<file path="src/core/tws_pkg.sv">
/*
 Package for the two-wire slave transmitter: register map, field positions,
 status codes, state encoding and the carrier structs shared by the files.
 Assumes a 32-bit APB master and a 200 MHz mclk.
*/
// Behaviour
// - Answer the upper seven address bits; bit zero enables general call 0x00.
// - Wait for own or general call address; read bit selects transmit.
// - After address and direction, set the flag and a valid status.
// - Status 0xA8: read address acked; next byte last if acknowledge off.
// - Status 0xB0: lost arbitration then addressed for read; as 0xA8.
// - Status 0xB8: byte sent and acked; next byte as 0xA8.
// - Status 0xC0: byte not acked; go unaddressed, recognise if acknowledge on.
// - Status 0xC8: last byte acked anyway; go unaddressed as 0xC0.
// - Start request written in 0xC0 or 0xC8 sends START when bus free; here it is only kept pending and no START is driven.
// - Acknowledge cleared mid transfer: one last byte, then master reads ones.
// - Acknowledge off ignores own address but bus is still monitored.
// - In deep sleep with acknowledge on, still match address and wake part.
// - After wake match, hold clock low until software clears the flag.
// - Data register content after wake is not guaranteed.
// - Status 0x00 on misplaced START or STOP; stop request releases lines.
// - Status 0xF8 while the flag is clear.
package tws_pkg;
   // ==========================================================
   // Register map
   localparam logic [7:0] TWS_OFS_DATA   = 8'h00;
   localparam logic [7:0] TWS_OFS_STATUS = 8'h04;
   localparam logic [7:0] TWS_OFS_ADDR   = 8'h08;
   localparam logic [7:0] TWS_OFS_CTRL   = 8'h0C;
   localparam logic [7:0] TWS_OFS_POWER  = 8'h10;
   // ==========================================================
   // Control field positions
   localparam int TWS_CTL_INT = 7;
   localparam int TWS_CTL_ACK = 6;
   localparam int TWS_CTL_STA = 5;
   localparam int TWS_CTL_STO = 4;
   localparam int TWS_CTL_WC  = 3;
   localparam int TWS_CTL_EN  = 2;
   localparam int TWS_CTL_IE  = 0;
   // ==========================================================
   // Reset values
   localparam logic [7:0] TWS_RST_ADDR = 8'h00;
   localparam logic [7:0] TWS_RST_DATA = 8'hFF;
   // ==========================================================
   // Status codes
   localparam logic [7:0] TWS_ST_SLA_R  = 8'hA8;
   localparam logic [7:0] TWS_ST_ARB_R  = 8'hB0;
   localparam logic [7:0] TWS_ST_DAT_A  = 8'hB8;
   localparam logic [7:0] TWS_ST_DAT_N  = 8'hC0;
   localparam logic [7:0] TWS_ST_LAST_A = 8'hC8;
   localparam logic [7:0] TWS_ST_BUSERR = 8'h00;
   localparam logic [7:0] TWS_ST_NONE   = 8'hF8;
   localparam logic [6:0] TWS_GC_ADDR   = 7'h00;
   // ==========================================================
   // Timing
   localparam int TWS_CLK_MHZ   = 200;
   localparam int TWS_HOLD_NS   = 250;
   localparam int TWS_HOLD_CYC  = (TWS_HOLD_NS*TWS_CLK_MHZ+999)/1000;
   // ==========================================================
   // Bus states, gray in listed order; WAIT to TXB flips two bits
   typedef enum logic [2:0] {
      TWS_IDLE  = 3'b000,
      TWS_ADDR  = 3'b001,
      TWS_AACK  = 3'b011,
      TWS_TXB   = 3'b010,
      TWS_RACK  = 3'b110,
      TWS_WAIT  = 3'b111,
      TWS_IGN   = 3'b101
   } tws_state_e;
   // Line events from the sampler
   typedef struct packed {
      logic scl;
      logic sda;
      logic scl_rise;
      logic scl_fall;
      logic start;
      logic stop;
   } tws_line_s;
   // Pin drive
   typedef struct packed {
      logic scl_oe;
      logic sda_oe;
   } tws_drv_s;
endpackage

</file>
<file path="src/core/tws_line_sync.sv">
/*
 Two-flop synchroniser and edge finder for SCL and SDA.
 Assumes pins are asynchronous to mclk.
*/
`timescale 1ns/100ps
`default_nettype none
module tws_line_sync (
   input  wire logic             mclk,
   input  wire logic             rst,
   input  wire logic             scl_i,
   input  wire logic             sda_i,
   output tws_pkg::tws_line_s    line
);
   import tws_pkg::*;
   logic [1:0] scl_r;
   logic [1:0] sda_r;
   logic       scl_d_r;
   logic       sda_d_r;
   // ==========================================================
   // Synchronise, then keep one older copy
   always_ff @(posedge mclk or posedge rst) begin
      if (rst) begin
         scl_r   <= 2'b11;
         sda_r   <= 2'b11;
         scl_d_r <= 1'b1;
         sda_d_r <= 1'b1;
      end else begin
         scl_r   <= {scl_r[0], scl_i};
         sda_r   <= {sda_r[0], sda_i};
         scl_d_r <= scl_r[1];
         sda_d_r <= sda_r[1];
      end
   end
   // Edges and bus conditions from the second stage and its older copy
   always_comb begin
      line.scl      = scl_r[1];
      line.sda      = sda_r[1];
      line.scl_rise = scl_r[1] & ~scl_d_r;
      line.scl_fall = ~scl_r[1] & scl_d_r;
      line.start    = scl_r[1] & scl_d_r & ~sda_r[1] & sda_d_r;
      line.stop     = scl_r[1] & scl_d_r & sda_r[1] & ~sda_d_r;
   end
endmodule
`default_nettype wire

</file>
<file path="src/core/tws_apb_regs.sv">
/*
 APB slave register decode helper: word select and read mux.
 Assumes 32-bit APB, zero wait states.
*/
`timescale 1ns/100ps
`default_nettype none
module tws_apb_regs (
   input  wire logic [7:0]  paddr,
   input  wire logic [7:0]  data_q,
   input  wire logic [7:0]  status_q,
   input  wire logic [7:0]  addr_q,
   input  wire logic [7:0]  ctrl_q,
   input  wire logic        sleep_q,
   output logic [31:0]      rdata,
   output logic             slverr
);
   import tws_pkg::*;
   // Read mux; unmapped words answer zero with an error
   always_comb begin
      rdata  = 32'h0000_0000;
      slverr = 1'b0;
      case (paddr)
         TWS_OFS_DATA:   rdata[7:0] = data_q;
         TWS_OFS_STATUS: rdata[7:0] = status_q;
         TWS_OFS_ADDR:   rdata[7:0] = addr_q;
         TWS_OFS_CTRL:   rdata[7:0] = ctrl_q;
         TWS_OFS_POWER:  rdata[0]   = sleep_q;
         default:        slverr     = 1'b1;
      endcase
   end
endmodule
`default_nettype wire

</file>
<file path="src/core/tws_top.sv">
/*
 Two-wire slave transmitter with APB registers.
 Assumes open-drain pins resolved outside; sleep level from the power unit.
*/
// Decided for this implementation: the APB slave port and the register offsets.
`timescale 1ns/100ps
`default_nettype none
module tws_top (
   input  wire logic        mclk,
   input  wire logic        rst,
   input  wire logic        psel,
   input  wire logic        penable,
   input  wire logic        pwrite,
   input  wire logic [7:0]  paddr,
   input  wire logic [31:0] pwdata,
   output logic [31:0]      prdata,
   output logic             pready,
   output logic             pslverr,
   input  wire logic        scl_i,
   output logic             scl_o,
   output logic             scl_oe,
   input  wire logic        sda_i,
   output logic             sda_o,
   output logic             sda_oe,
   output logic             wake,
   output logic             irq
);
   import tws_pkg::*;
   tws_line_s  line;
   tws_state_e st_r;
   logic [7:0] addr_r;
   logic [7:0] ctrl_r;
   logic [7:0] data_r;
   logic [7:0] status_r;
   logic [7:0] shift_r;
   logic [3:0] bit_r;
   logic       flag_r;
   logic       last_r;
   logic       start_pend_r;
   logic       sleep_r;
   logic       stretch_r;
   logic       sda_drv_r;
   logic       wr_acc;
   logic       wr_ctrl;
   logic       clr_flag;
   logic       set_flag;
   logic [7:0] set_code;
   logic       adr_match;
   logic [31:0] rd_w;
   logic        err_w;

   function automatic logic addr_hit(input logic [6:0] a,
                                     input logic [7:0] own);
      addr_hit = (a == own[7:1]) || (own[0] && a == TWS_GC_ADDR);
   endfunction

   // ==========================================================
   // Line sampling
   tws_line_sync u_sync (
      .mclk  (mclk),
      .rst   (rst),
      .scl_i (scl_i),
      .sda_i (sda_i),
      .line  (line)
   );
   // ==========================================================
   // APB access
   assign pready  = 1'b1;
   assign wr_acc  = psel & penable & pwrite;
   assign wr_ctrl = wr_acc && paddr == TWS_OFS_CTRL;
   assign clr_flag = wr_ctrl & pwdata[TWS_CTL_INT];
   tws_apb_regs u_regs (
      .paddr    (paddr),
      .data_q   (data_r),
      .status_q (flag_r ? status_r : TWS_ST_NONE),
      .addr_q   (addr_r),
      .ctrl_q   ({flag_r, ctrl_r[6:0]}),
      .sleep_q  (sleep_r),
      .rdata    (rd_w),
      .slverr   (err_w)
   );
   assign prdata  = (psel & penable & ~pwrite) ? rd_w : 32'h0000_0000;
   assign pslverr = psel & penable & err_w;
   assign irq     = flag_r & ctrl_r[TWS_CTL_IE];
   assign wake    = sleep_r & set_flag;

   // Address match needs acknowledge enable; bus is still watched
   assign adr_match = addr_hit(shift_r[7:1], addr_r) &
                      ctrl_r[TWS_CTL_ACK] & ctrl_r[TWS_CTL_EN];

   // Own address, control and sleep registers
   always_ff @(posedge mclk or posedge rst) begin
      if (rst) begin
         addr_r  <= TWS_RST_ADDR;
         ctrl_r  <= 8'h00;
         sleep_r <= 1'b0;
      end else begin
         if (wr_acc && paddr == TWS_OFS_ADDR)
            addr_r <= pwdata[7:0];
         if (wr_acc && paddr == TWS_OFS_POWER)
            sleep_r <= pwdata[0];
         else if (set_flag)
            sleep_r <= 1'b0;
         if (wr_ctrl)
            ctrl_r <= {1'b0, pwdata[6:0]};
         else if (st_r == TWS_IDLE && ctrl_r[TWS_CTL_STO])
            ctrl_r[TWS_CTL_STO] <= 1'b0;
      end
   end

   // Interrupt flag: hardware set wins over software clear
   always_ff @(posedge mclk or posedge rst) begin
      if (rst) begin
         flag_r   <= 1'b0;
         status_r <= TWS_ST_NONE;
      end else if (set_flag) begin
         flag_r   <= 1'b1;
         status_r <= set_code;
      end else if (clr_flag) begin
         flag_r   <= 1'b0;
      end
   end

   // Data register; a transmit byte is loaded by software
   always_ff @(posedge mclk or posedge rst) begin
      if (rst)
         data_r <= TWS_RST_DATA;
      else if (wr_acc && paddr == TWS_OFS_DATA)
         data_r <= pwdata[7:0];
   end

   // Pending START request after leaving an addressed state
   always_ff @(posedge mclk or posedge rst) begin
      if (rst)
         start_pend_r <= 1'b0;
      else if (clr_flag && pwdata[TWS_CTL_STA] &&
               (status_r == TWS_ST_DAT_N || status_r == TWS_ST_LAST_A))
         start_pend_r <= 1'b1;
      else if (line.start && !line.scl_fall)
         start_pend_r <= 1'b0;
   end

   // ==========================================================
   // Bus state machine
   always_comb begin
      set_flag = 1'b0;
      set_code = TWS_ST_NONE;
      if (line.start || line.stop) begin
         // Mid-byte in the address phase is as illegal as in data
         if (st_r == TWS_TXB || st_r == TWS_RACK ||
             (st_r == TWS_ADDR && bit_r != 4'h0)) begin
            set_flag = 1'b1;
            set_code = TWS_ST_BUSERR;
         end
      end else if (line.scl_fall) begin
         if (st_r == TWS_AACK) begin
            set_flag = 1'b1;
            set_code = ctrl_r[TWS_CTL_STA] ? TWS_ST_ARB_R
                                           : TWS_ST_SLA_R;
         end else if (st_r == TWS_RACK) begin
            set_flag = 1'b1;
            if (shift_r[0])
               set_code = TWS_ST_DAT_N;
            else if (last_r)
               set_code = TWS_ST_LAST_A;
            else
               set_code = TWS_ST_DAT_A;
         end
      end
   end

   always_ff @(posedge mclk or posedge rst) begin
      if (rst) begin
         st_r    <= TWS_IDLE;
         shift_r <= 8'h00;
         bit_r   <= 4'h0;
         last_r  <= 1'b0;
      end else if (line.start) begin
         st_r  <= TWS_ADDR;
         bit_r <= 4'h0;
      end else if (line.stop || (clr_flag && pwdata[TWS_CTL_STO])) begin
         st_r <= TWS_IDLE;
      end else begin
         case (st_r)
            TWS_ADDR: if (line.scl_rise) begin
               shift_r <= {shift_r[6:0], line.sda};
               bit_r   <= bit_r + 4'h1;
            end else if (line.scl_fall && bit_r == 4'h8) begin
               // Read bit picks transmit; write or no match goes to TWS_IGN
               st_r <= (adr_match && shift_r[0]) ? TWS_AACK
                                                 : TWS_IGN;
            end
            TWS_AACK: if (line.scl_fall) begin
               st_r  <= TWS_WAIT;
               bit_r <= 4'h0;
            end
            TWS_WAIT: if (clr_flag) begin
               if (status_r == TWS_ST_DAT_N ||
                   status_r == TWS_ST_LAST_A) begin
                  st_r <= TWS_IGN;
               end else begin
                  st_r    <= TWS_TXB;
                  shift_r <= data_r;
                  last_r  <= ~pwdata[TWS_CTL_ACK];
                  bit_r   <= 4'h0;
               end
            end
            TWS_TXB: if (line.scl_fall) begin
               if (bit_r == 4'h7)
                  st_r <= TWS_RACK;
               else
                  shift_r <= {shift_r[6:0], 1'b1};
               bit_r <= bit_r + 4'h1;
            end
            TWS_RACK: if (line.scl_rise) begin
               shift_r[0] <= line.sda;
            end else if (line.scl_fall) begin
               st_r <= TWS_WAIT;
            end
            TWS_IGN: st_r <= TWS_IGN; // Master reads all ones
            default: st_r <= TWS_IDLE;
         endcase
      end
   end

   // Drive SDA and stretch SCL, from flip-flops
   always_ff @(posedge mclk or posedge rst) begin
      if (rst) begin
         sda_drv_r <= 1'b0;
         stretch_r <= 1'b0;
      end else begin
         sda_drv_r <= (st_r == TWS_AACK) ||
                      (st_r == TWS_TXB && !shift_r[7]);
         // Freed with the first data bit, never ahead of it (false START)
         stretch_r <= (st_r == TWS_WAIT);
      end
   end
   assign sda_o  = 1'b0;
   assign scl_o  = 1'b0;
   assign sda_oe = sda_drv_r;
   assign scl_oe = stretch_r & ~line.scl_rise;

   // ==========================================================
   // Checks
   a_flag_sets_status: assert property (
      @(posedge mclk) disable iff (rst)
      set_flag |=> flag_r && status_r == $past(set_code))
      else $error("flag or status not set");
   a_none_when_clear: assert property (
      @(posedge mclk) disable iff (rst)
      !flag_r |-> u_regs.status_q == TWS_ST_NONE)
      else $error("idle status wrong");
   a_stretch_on_flag: assert property (
      @(posedge mclk) disable iff (rst)
      (st_r == TWS_WAIT && !clr_flag) |=> stretch_r)
      else $error("clock not held");
   a_ign_no_drive: assert property (
      @(posedge mclk) disable iff (rst)
      st_r == TWS_IGN ##1 st_r == TWS_IGN |-> !sda_oe)
      else $error("driving while ignoring");
   // An address byte seen with acknowledge off never leads to an ACK
   a_ack_gate_addr: assert property (
      @(posedge mclk) disable iff (rst)
      (st_r == TWS_ADDR && !ctrl_r[TWS_CTL_ACK] && line.scl_fall &&
       bit_r == 4'h8 && !line.start && !line.stop) |=> st_r != TWS_AACK)
      else $error("matched with acknowledge off");
   a_last_c8_code: assert property (
      @(posedge mclk) disable iff (rst)
      (set_flag && st_r == TWS_RACK && !shift_r[0] && last_r &&
       !line.start && !line.stop) |=> status_r == TWS_ST_LAST_A)
      else $error("last byte status wrong");
   a_nack_c0_code: assert property (
      @(posedge mclk) disable iff (rst)
      (set_flag && st_r == TWS_RACK && shift_r[0] && !line.start &&
       !line.stop) |=> status_r == TWS_ST_DAT_N)
      else $error("nack status wrong");
   a_wake_on_match: assert property (
      @(posedge mclk) disable iff (rst)
      (sleep_r && set_flag) |-> wake ##1 !sleep_r)
      else $error("no wake");
   // Misplaced START or STOP inside a byte or a data byte's acknowledge
   a_bus_error_code: assert property (
      @(posedge mclk) disable iff (rst)
      ((line.start || line.stop) && (st_r == TWS_TXB || st_r == TWS_RACK ||
       (st_r == TWS_ADDR && bit_r != 4'h0))) |=> status_r == TWS_ST_BUSERR)
      else $error("bus error not flagged");
   // Clearing after a refused byte leaves the transfer for good
   a_ign_after_nack: assert property (
      @(posedge mclk) disable iff (rst)
      (st_r == TWS_WAIT && clr_flag && !line.start && !line.stop &&
       !pwdata[TWS_CTL_STO] && status_r == TWS_ST_DAT_N) |=> st_r == TWS_IGN)
      else $error("still addressed after refusal");
   a_start_pending: assert property (
      @(posedge mclk) disable iff (rst)
      (clr_flag && pwdata[TWS_CTL_STA] &&
       (status_r == TWS_ST_DAT_N || status_r == TWS_ST_LAST_A))
      |=> start_pend_r)
      else $error("start request not kept");
   // SCL must never be freed before the first data bit is on SDA
   a_release_with_data: assert property (
      @(posedge mclk) disable iff (rst)
      ($fell(stretch_r) && st_r == TWS_TXB) |-> sda_oe == !shift_r[7])
      else $error("clock freed before data bit");
   c_addressed: cover property (@(posedge mclk) disable iff (rst)
      set_flag && set_code == TWS_ST_SLA_R);
   c_byte_acked: cover property (@(posedge mclk) disable iff (rst)
      set_flag && set_code == TWS_ST_DAT_A);
   c_bus_error: cover property (@(posedge mclk) disable iff (rst)
      set_flag && set_code == TWS_ST_BUSERR);
   c_arb_lost: cover property (@(posedge mclk) disable iff (rst)
      set_flag && set_code == TWS_ST_ARB_R);
   c_last_acked: cover property (@(posedge mclk) disable iff (rst)
      set_flag && set_code == TWS_ST_LAST_A);
endmodule
`default_nettype wire

</file>
<file path="config.mk">
export PLATFORM = sky130hd
export DESIGN_NAME = tws_top
export DESIGN_NICKNAME = d
export VERILOG_FILES = /design/src/core/tws_pkg.sv /design/src/core/tws_line_sync.sv /design/src/core/tws_apb_regs.sv /design/src/core/tws_top.sv
export SDC_FILE = /design/constraint.sdc
export NUM_CORES = 1
export LEC_CHECK = 0
export BUFFER_PORTS_ARGS = -buffer_cell sky130_fd_sc_hd__buf_2
export CELL_PAD_IN_SITES_DETAIL_PLACEMENT = 0
export CELL_PAD_IN_SITES_GLOBAL_PLACEMENT = 1
export CORE_MARGIN = 2
export CORE_UTILIZATION = 45
export DETAILED_ROUTE_END_ITERATION = 12
export PLACE_DENSITY_LB_ADDON = 0.1
export SLEW_MARGIN = 20
export SYNTH_ARGS = -nofsm -noshare
export SYNTH_HDL_FRONTEND = slang
export SYNTH_HIERARCHICAL = 1
export SYNTH_SLANG_ARGS = --single-unit
</file>
<file path="constraint.sdc">
create_clock -name mclk -period 5.2 [get_ports mclk]
set_input_delay 0.52 -clock mclk [delete_from_list [all_inputs] [get_ports mclk]]
set_output_delay 0.52 -clock mclk [all_outputs]
set_load 0.01 [all_outputs]
</file>
After elaboration in Yosys (flattened, before gate mapping)
Index checks and enable logic that the tools add are counted.

Register bits after elaboration: 57. Input port bits: 47. Output and inout bits: 40. Logic and storage cells: 166.

Eq/ne operators: 33. Add/subtract/negate cells: 1. Reduce and logical (&&, ||, !) cells: 35. Bitwise operators: 27. Multiplexer cells: 52.

Operator list (number): 2-to-1 mux 8 bit (9); 2-to-1 mux 7 bit (5); 2-to-1 mux 3 bit (11); 2-to-1 mux 4 bit (7); one-hot mux 7 bit (4 select lines) (1); one-hot mux 7 bit (3 select lines) (1); one-hot mux 3 bit (6 select lines) (1); AND 1 bit (17); == test 8 x 4 -> 1 bit, second input constant (2); == test 8 bit, second input constant (2); one-hot mux 4 bit (4 select lines) (1); != test 3 bit, second input constant (5); != test 2 bit, second input constant (7); 2-to-1 mux 1 bit (13); != test 4 bit, second input constant (3); logical AND 1 bit (11); NOT 1 bit (10); == test 3 bit, second input constant (3); AND reduction 9 bit (1); == test 8 x 3 -> 1 bit, second input constant (1); == test 8 x 5 -> 1 bit, second input constant (1); logical NOT 8 bit (1); != test 4 x 3 -> 1 bit, second input constant (2); AND reduction 8 bit (1); 22 further kinds (32).

Longest topological paths before layout
Depth after elaboration: 12. Depth in mapped cells: 7. Depth with buffers taken out: 7.

By module
The synthesis kept the hierarchy.

By module, submodules not included: tws_top (area each 2921.6 µm², times used 1, cells each 284, seq. area each 1217.4 µm²); tws_apb_regs (area each 485.5 µm², times used 1, cells each 53, seq. area each 0.0 µm²); tws_line_sync (area each 209.0 µm², times used 1, cells each 13, seq. area each 157.7 µm²).

Worst setup path after synthesis
No wires, ideal clock.

Path kind: input port to output port. From: in paddr[1]. To: out prdata[1]. Setup slack: 3.009 ns. Stages on the path: 4. Required time: 4.680 ns. Arrival time: 1.671 ns. Path buffers: 0. Cells stage by stage: or4_4 -> or3_4 -> nor2b_1 -> and2_1.

Cells in the longest elaborated chain, start to end: 3.

Ends and longest elaborated chain: start: declaration (RTL line tws_top.sv:14) `input wire logic [7:0] paddr,`; == test 8 x 4 -> 1 bit, or another cell as far along (RTL line tws_apb_regs.sv:22) `case (paddr)`; one-hot mux 7 bit (4 select lines) (*) (RTL line tws_apb_regs.sv:22); net rd_w[1] (RTL line tws_top.sv:49) `logic [31:0] rd_w;`; 2-to-1 mux 8 bit (*) (RTL line tws_top.sv:82) `assign prdata = (psel & penable & ~pwrite) ? rd_w : 32'h0000_0000;`; end: declaration (RTL line tws_top.sv:16) `output logic [31:0] prdata,`.

The timed path passes the listed nets; every way through them passes the cells marked *.

Worst setup path after layout
From: reg st_r[1]. To: reg bit_r[2].

Cells in the longest elaborated chain, start to end: 4.

Ends and longest elaborated chain: start: declaration (RTL line tws_top.sv:30) `tws_state_e st_r;`; start signal: assignment (RTL line tws_top.sv:190) `st_r <= (adr_match && shift_r[0]) ? TWS_AACK`; == test 3 x 2 -> 1 bit, or another cell as far along (RTL line tws_top.sv:184) `case (st_r)`; one-hot mux 4 bit (4 select lines) (RTL line tws_top.sv:184); 2-to-1 mux 4 bit (RTL line tws_top.sv:181) `end else if (line.stop || (clr_flag && pwdata[TWS_CTL_STO])) begin`; 2-to-1 mux 4 bit (RTL line tws_top.sv:178) `end else if (line.start) begin`; end signal: assignment (RTL line tws_top.sv:187) `bit_r <= bit_r + 4'h1;`; end signal: assignment (RTL line tws_top.sv:213) `bit_r <= bit_r + 4'h1;`; end: declaration (RTL line tws_top.sv:36) `logic [3:0] bit_r;`.

Several ways; a longest one is shown, not always the timed one. The select of a mux whose other input is x is not followed. A chain may end at the register's enable or synchronous reset.

==> results.toml <==
[floorplan]
rows = 32
ioPinCount = 87
core_um2 = 7770
die_h_um = 93.5
fp.dieW_um = 93.5
dieArea_um2 = 8750
start_util_pct = 46.5

[cells_and_area]
seqCellArea_um2 = 1380
fill_cells = 747
final_util_pct = 49.9
drive_gt1_share_pct = 33.1
final_area_um2 = 3870
n_antenna_cell = 0
multi_input_area_um2 = 2030
area_growth_pct = 7.39
nets = 426

[logic_synthesis]
syn-cell-area_um2 = 3610
synth_cells = 349
postSynthAreaPerCell_um2 = 10.3
synth_warnings = 6

[placed_design]
portBuffers = 35
dpl_cell_area_um2 = 3750
place.gp.congestion = 0.821
pre_cts_ws_ps = 2320
dp_hpwl_um = 5720

[timing]
fin_ws_ps = 2270
fmax_mhz = 341
finalCritPeriodShare_pct = 56.3
maxSlewViolCount = 0
skew_ps = 9.68
rsz0062_at_grt = "no"
tns_ps = 0
setup_violations = 0
worst_pin_slew_ps = 865
slew_headroom_pct = 42.3
finalHoldViolations = 0
period_minus_slack_ps = 2930

[worst_setup_path]
start_kind = "register"
worstPathArrival_ps = 3170
end_kind = "register"
critPathMaxFanout = 24
required_ps = 5440
worstSetupPathType = "register to register"

[clocking]
ctsHoldBuffers = 0
root_buffer = "clkbuf_8"
cts_resized = 0
post-cts-setup-buffers = 0
cts_max_path_buffers = 2
cts_buffers = 5
insertion_delay_ps = 310
cts_max_level = 2
clock-sinks = 54
clkSlewWorstSetupHoldPaths_ps = 100
cts_tree = "built"

[grt]
grt.total_usage_pct = 18.6
grt_pass1_vias = 2324
grt_pass1_wl_um = 12400
grt_max_degree = 49
grt.overflow.total = 0
antenna_found_initial = 0

[route]
dr.pass1.iters = 4
vias_per_cell = 5.36
wire_per_inst_um = 16.3
vias = 2572
post-route-drc-count = 0
ant_nets = 0
drt_iter0_drc = 113
drt_wl_total_um = 7820

[power_and_ir_drop]
powerDensity_nw_per_um2 = 338
vdd_ir_drop_max_mv = 0.230
p_leak_nw = 1.71
power_mw = 1.31

[run_status]
outcome = "finished clean"

[run]
drv_cap = 0

[hold_path]
hold_class = "input port to register"
sequential cells by signal (all words and copies together), names as in the netlist:
register,cells
st_r,3
last_r,1
addr_r,8
ctrl_r,7
u_sync/sda_r,2
shift_r,8
sleep_r,1
stretch_r,1
sda_oe,1
u_sync/sda_d_r,1
data_r,8
status_r,5
bit_r,4
flag_r,1
u_sync/scl_d_r,1
u_sync/scl_r,2
path summary, 6_finish.rpt:
check / startpoint / end / slack (ps) / cells after the start
max in group asynchronous: rst / shift_r[0] / 4340 / 2
max: st_r[1] / bit_r[2] / 2270 / 5
max reg2reg: st_r[1] / bit_r[2] / 2270 / 5
min in group asynchronous: rst / u_sync/scl_r[0] / 340 / 2
min reg2reg: u_sync/sda_r[0] / u_sync/sda_r[1] / 360 / 0
min: scl_i / u_sync/scl_r[0] / 300 / 1
layer usage:
metal	vias up	share of wire, %	GRT usage, %
li1	1243	-	-
met1	1249	47	26.6
met2	75	47	30.0
met3	5	5.3	2.74
met4	0	0.81	4.35
met5	-	0	0
through the flow:
stage	hold slack [ps]	std cells
after floorplan	345	376
after global placement	346	472
after detailed placement	347	472
after CTS	286	480
after global routing	280	480
final	302	480
area by class of cell:
class / count / share of cell area, %
Multi-Input combinational cell: 270 / 52.4
Clock buffer: 6 / 2.13
Sequential cell: 54 / 35.5
Tap cell: 102 / 3.29
Inverter: 10 / 1.00
Clock inverter: 2 / 1.00
Timing Repair Buffer: 36 / 4.71
cell usage in the layout (no fill, tap or decap), types with 6 or more instances in the layout:
cell       n
buf_2     35
clkbuf_8   6
nor2_1    13
nand2b_1   8
nor2b_1   12
dfrtp_1   35
a21oi_1   10
o21ai_0   13
conb_1    30
mux2_2    38
nand2_1   17
dfstp_2   19
inv_1      9
mux4_2     7
and2_1    38
nand3_1    7
power breakdown:
group / total (mW) / switching [mW] / internal [mW] / leakage, nW
clock network: 0.303 / 0.144 / 0.159 / 0.0618
logic: 0.373 / 0.178 / 0.195 / 0.989
registers: 0.634 / 0.125 / 0.509 / 0.659
total: 1.31 / 0.447 / 0.863 / 1.71
worst max-delay path, stage by stage, from the launching register on:
cell      delay (ps)
dfrtp_1          800
nand3_1          690
a31oi_4          470
o221ai_2         240
or4b_1           510
a21oi_1          150
Note: power is estimated with default switching activity, not from simulation.
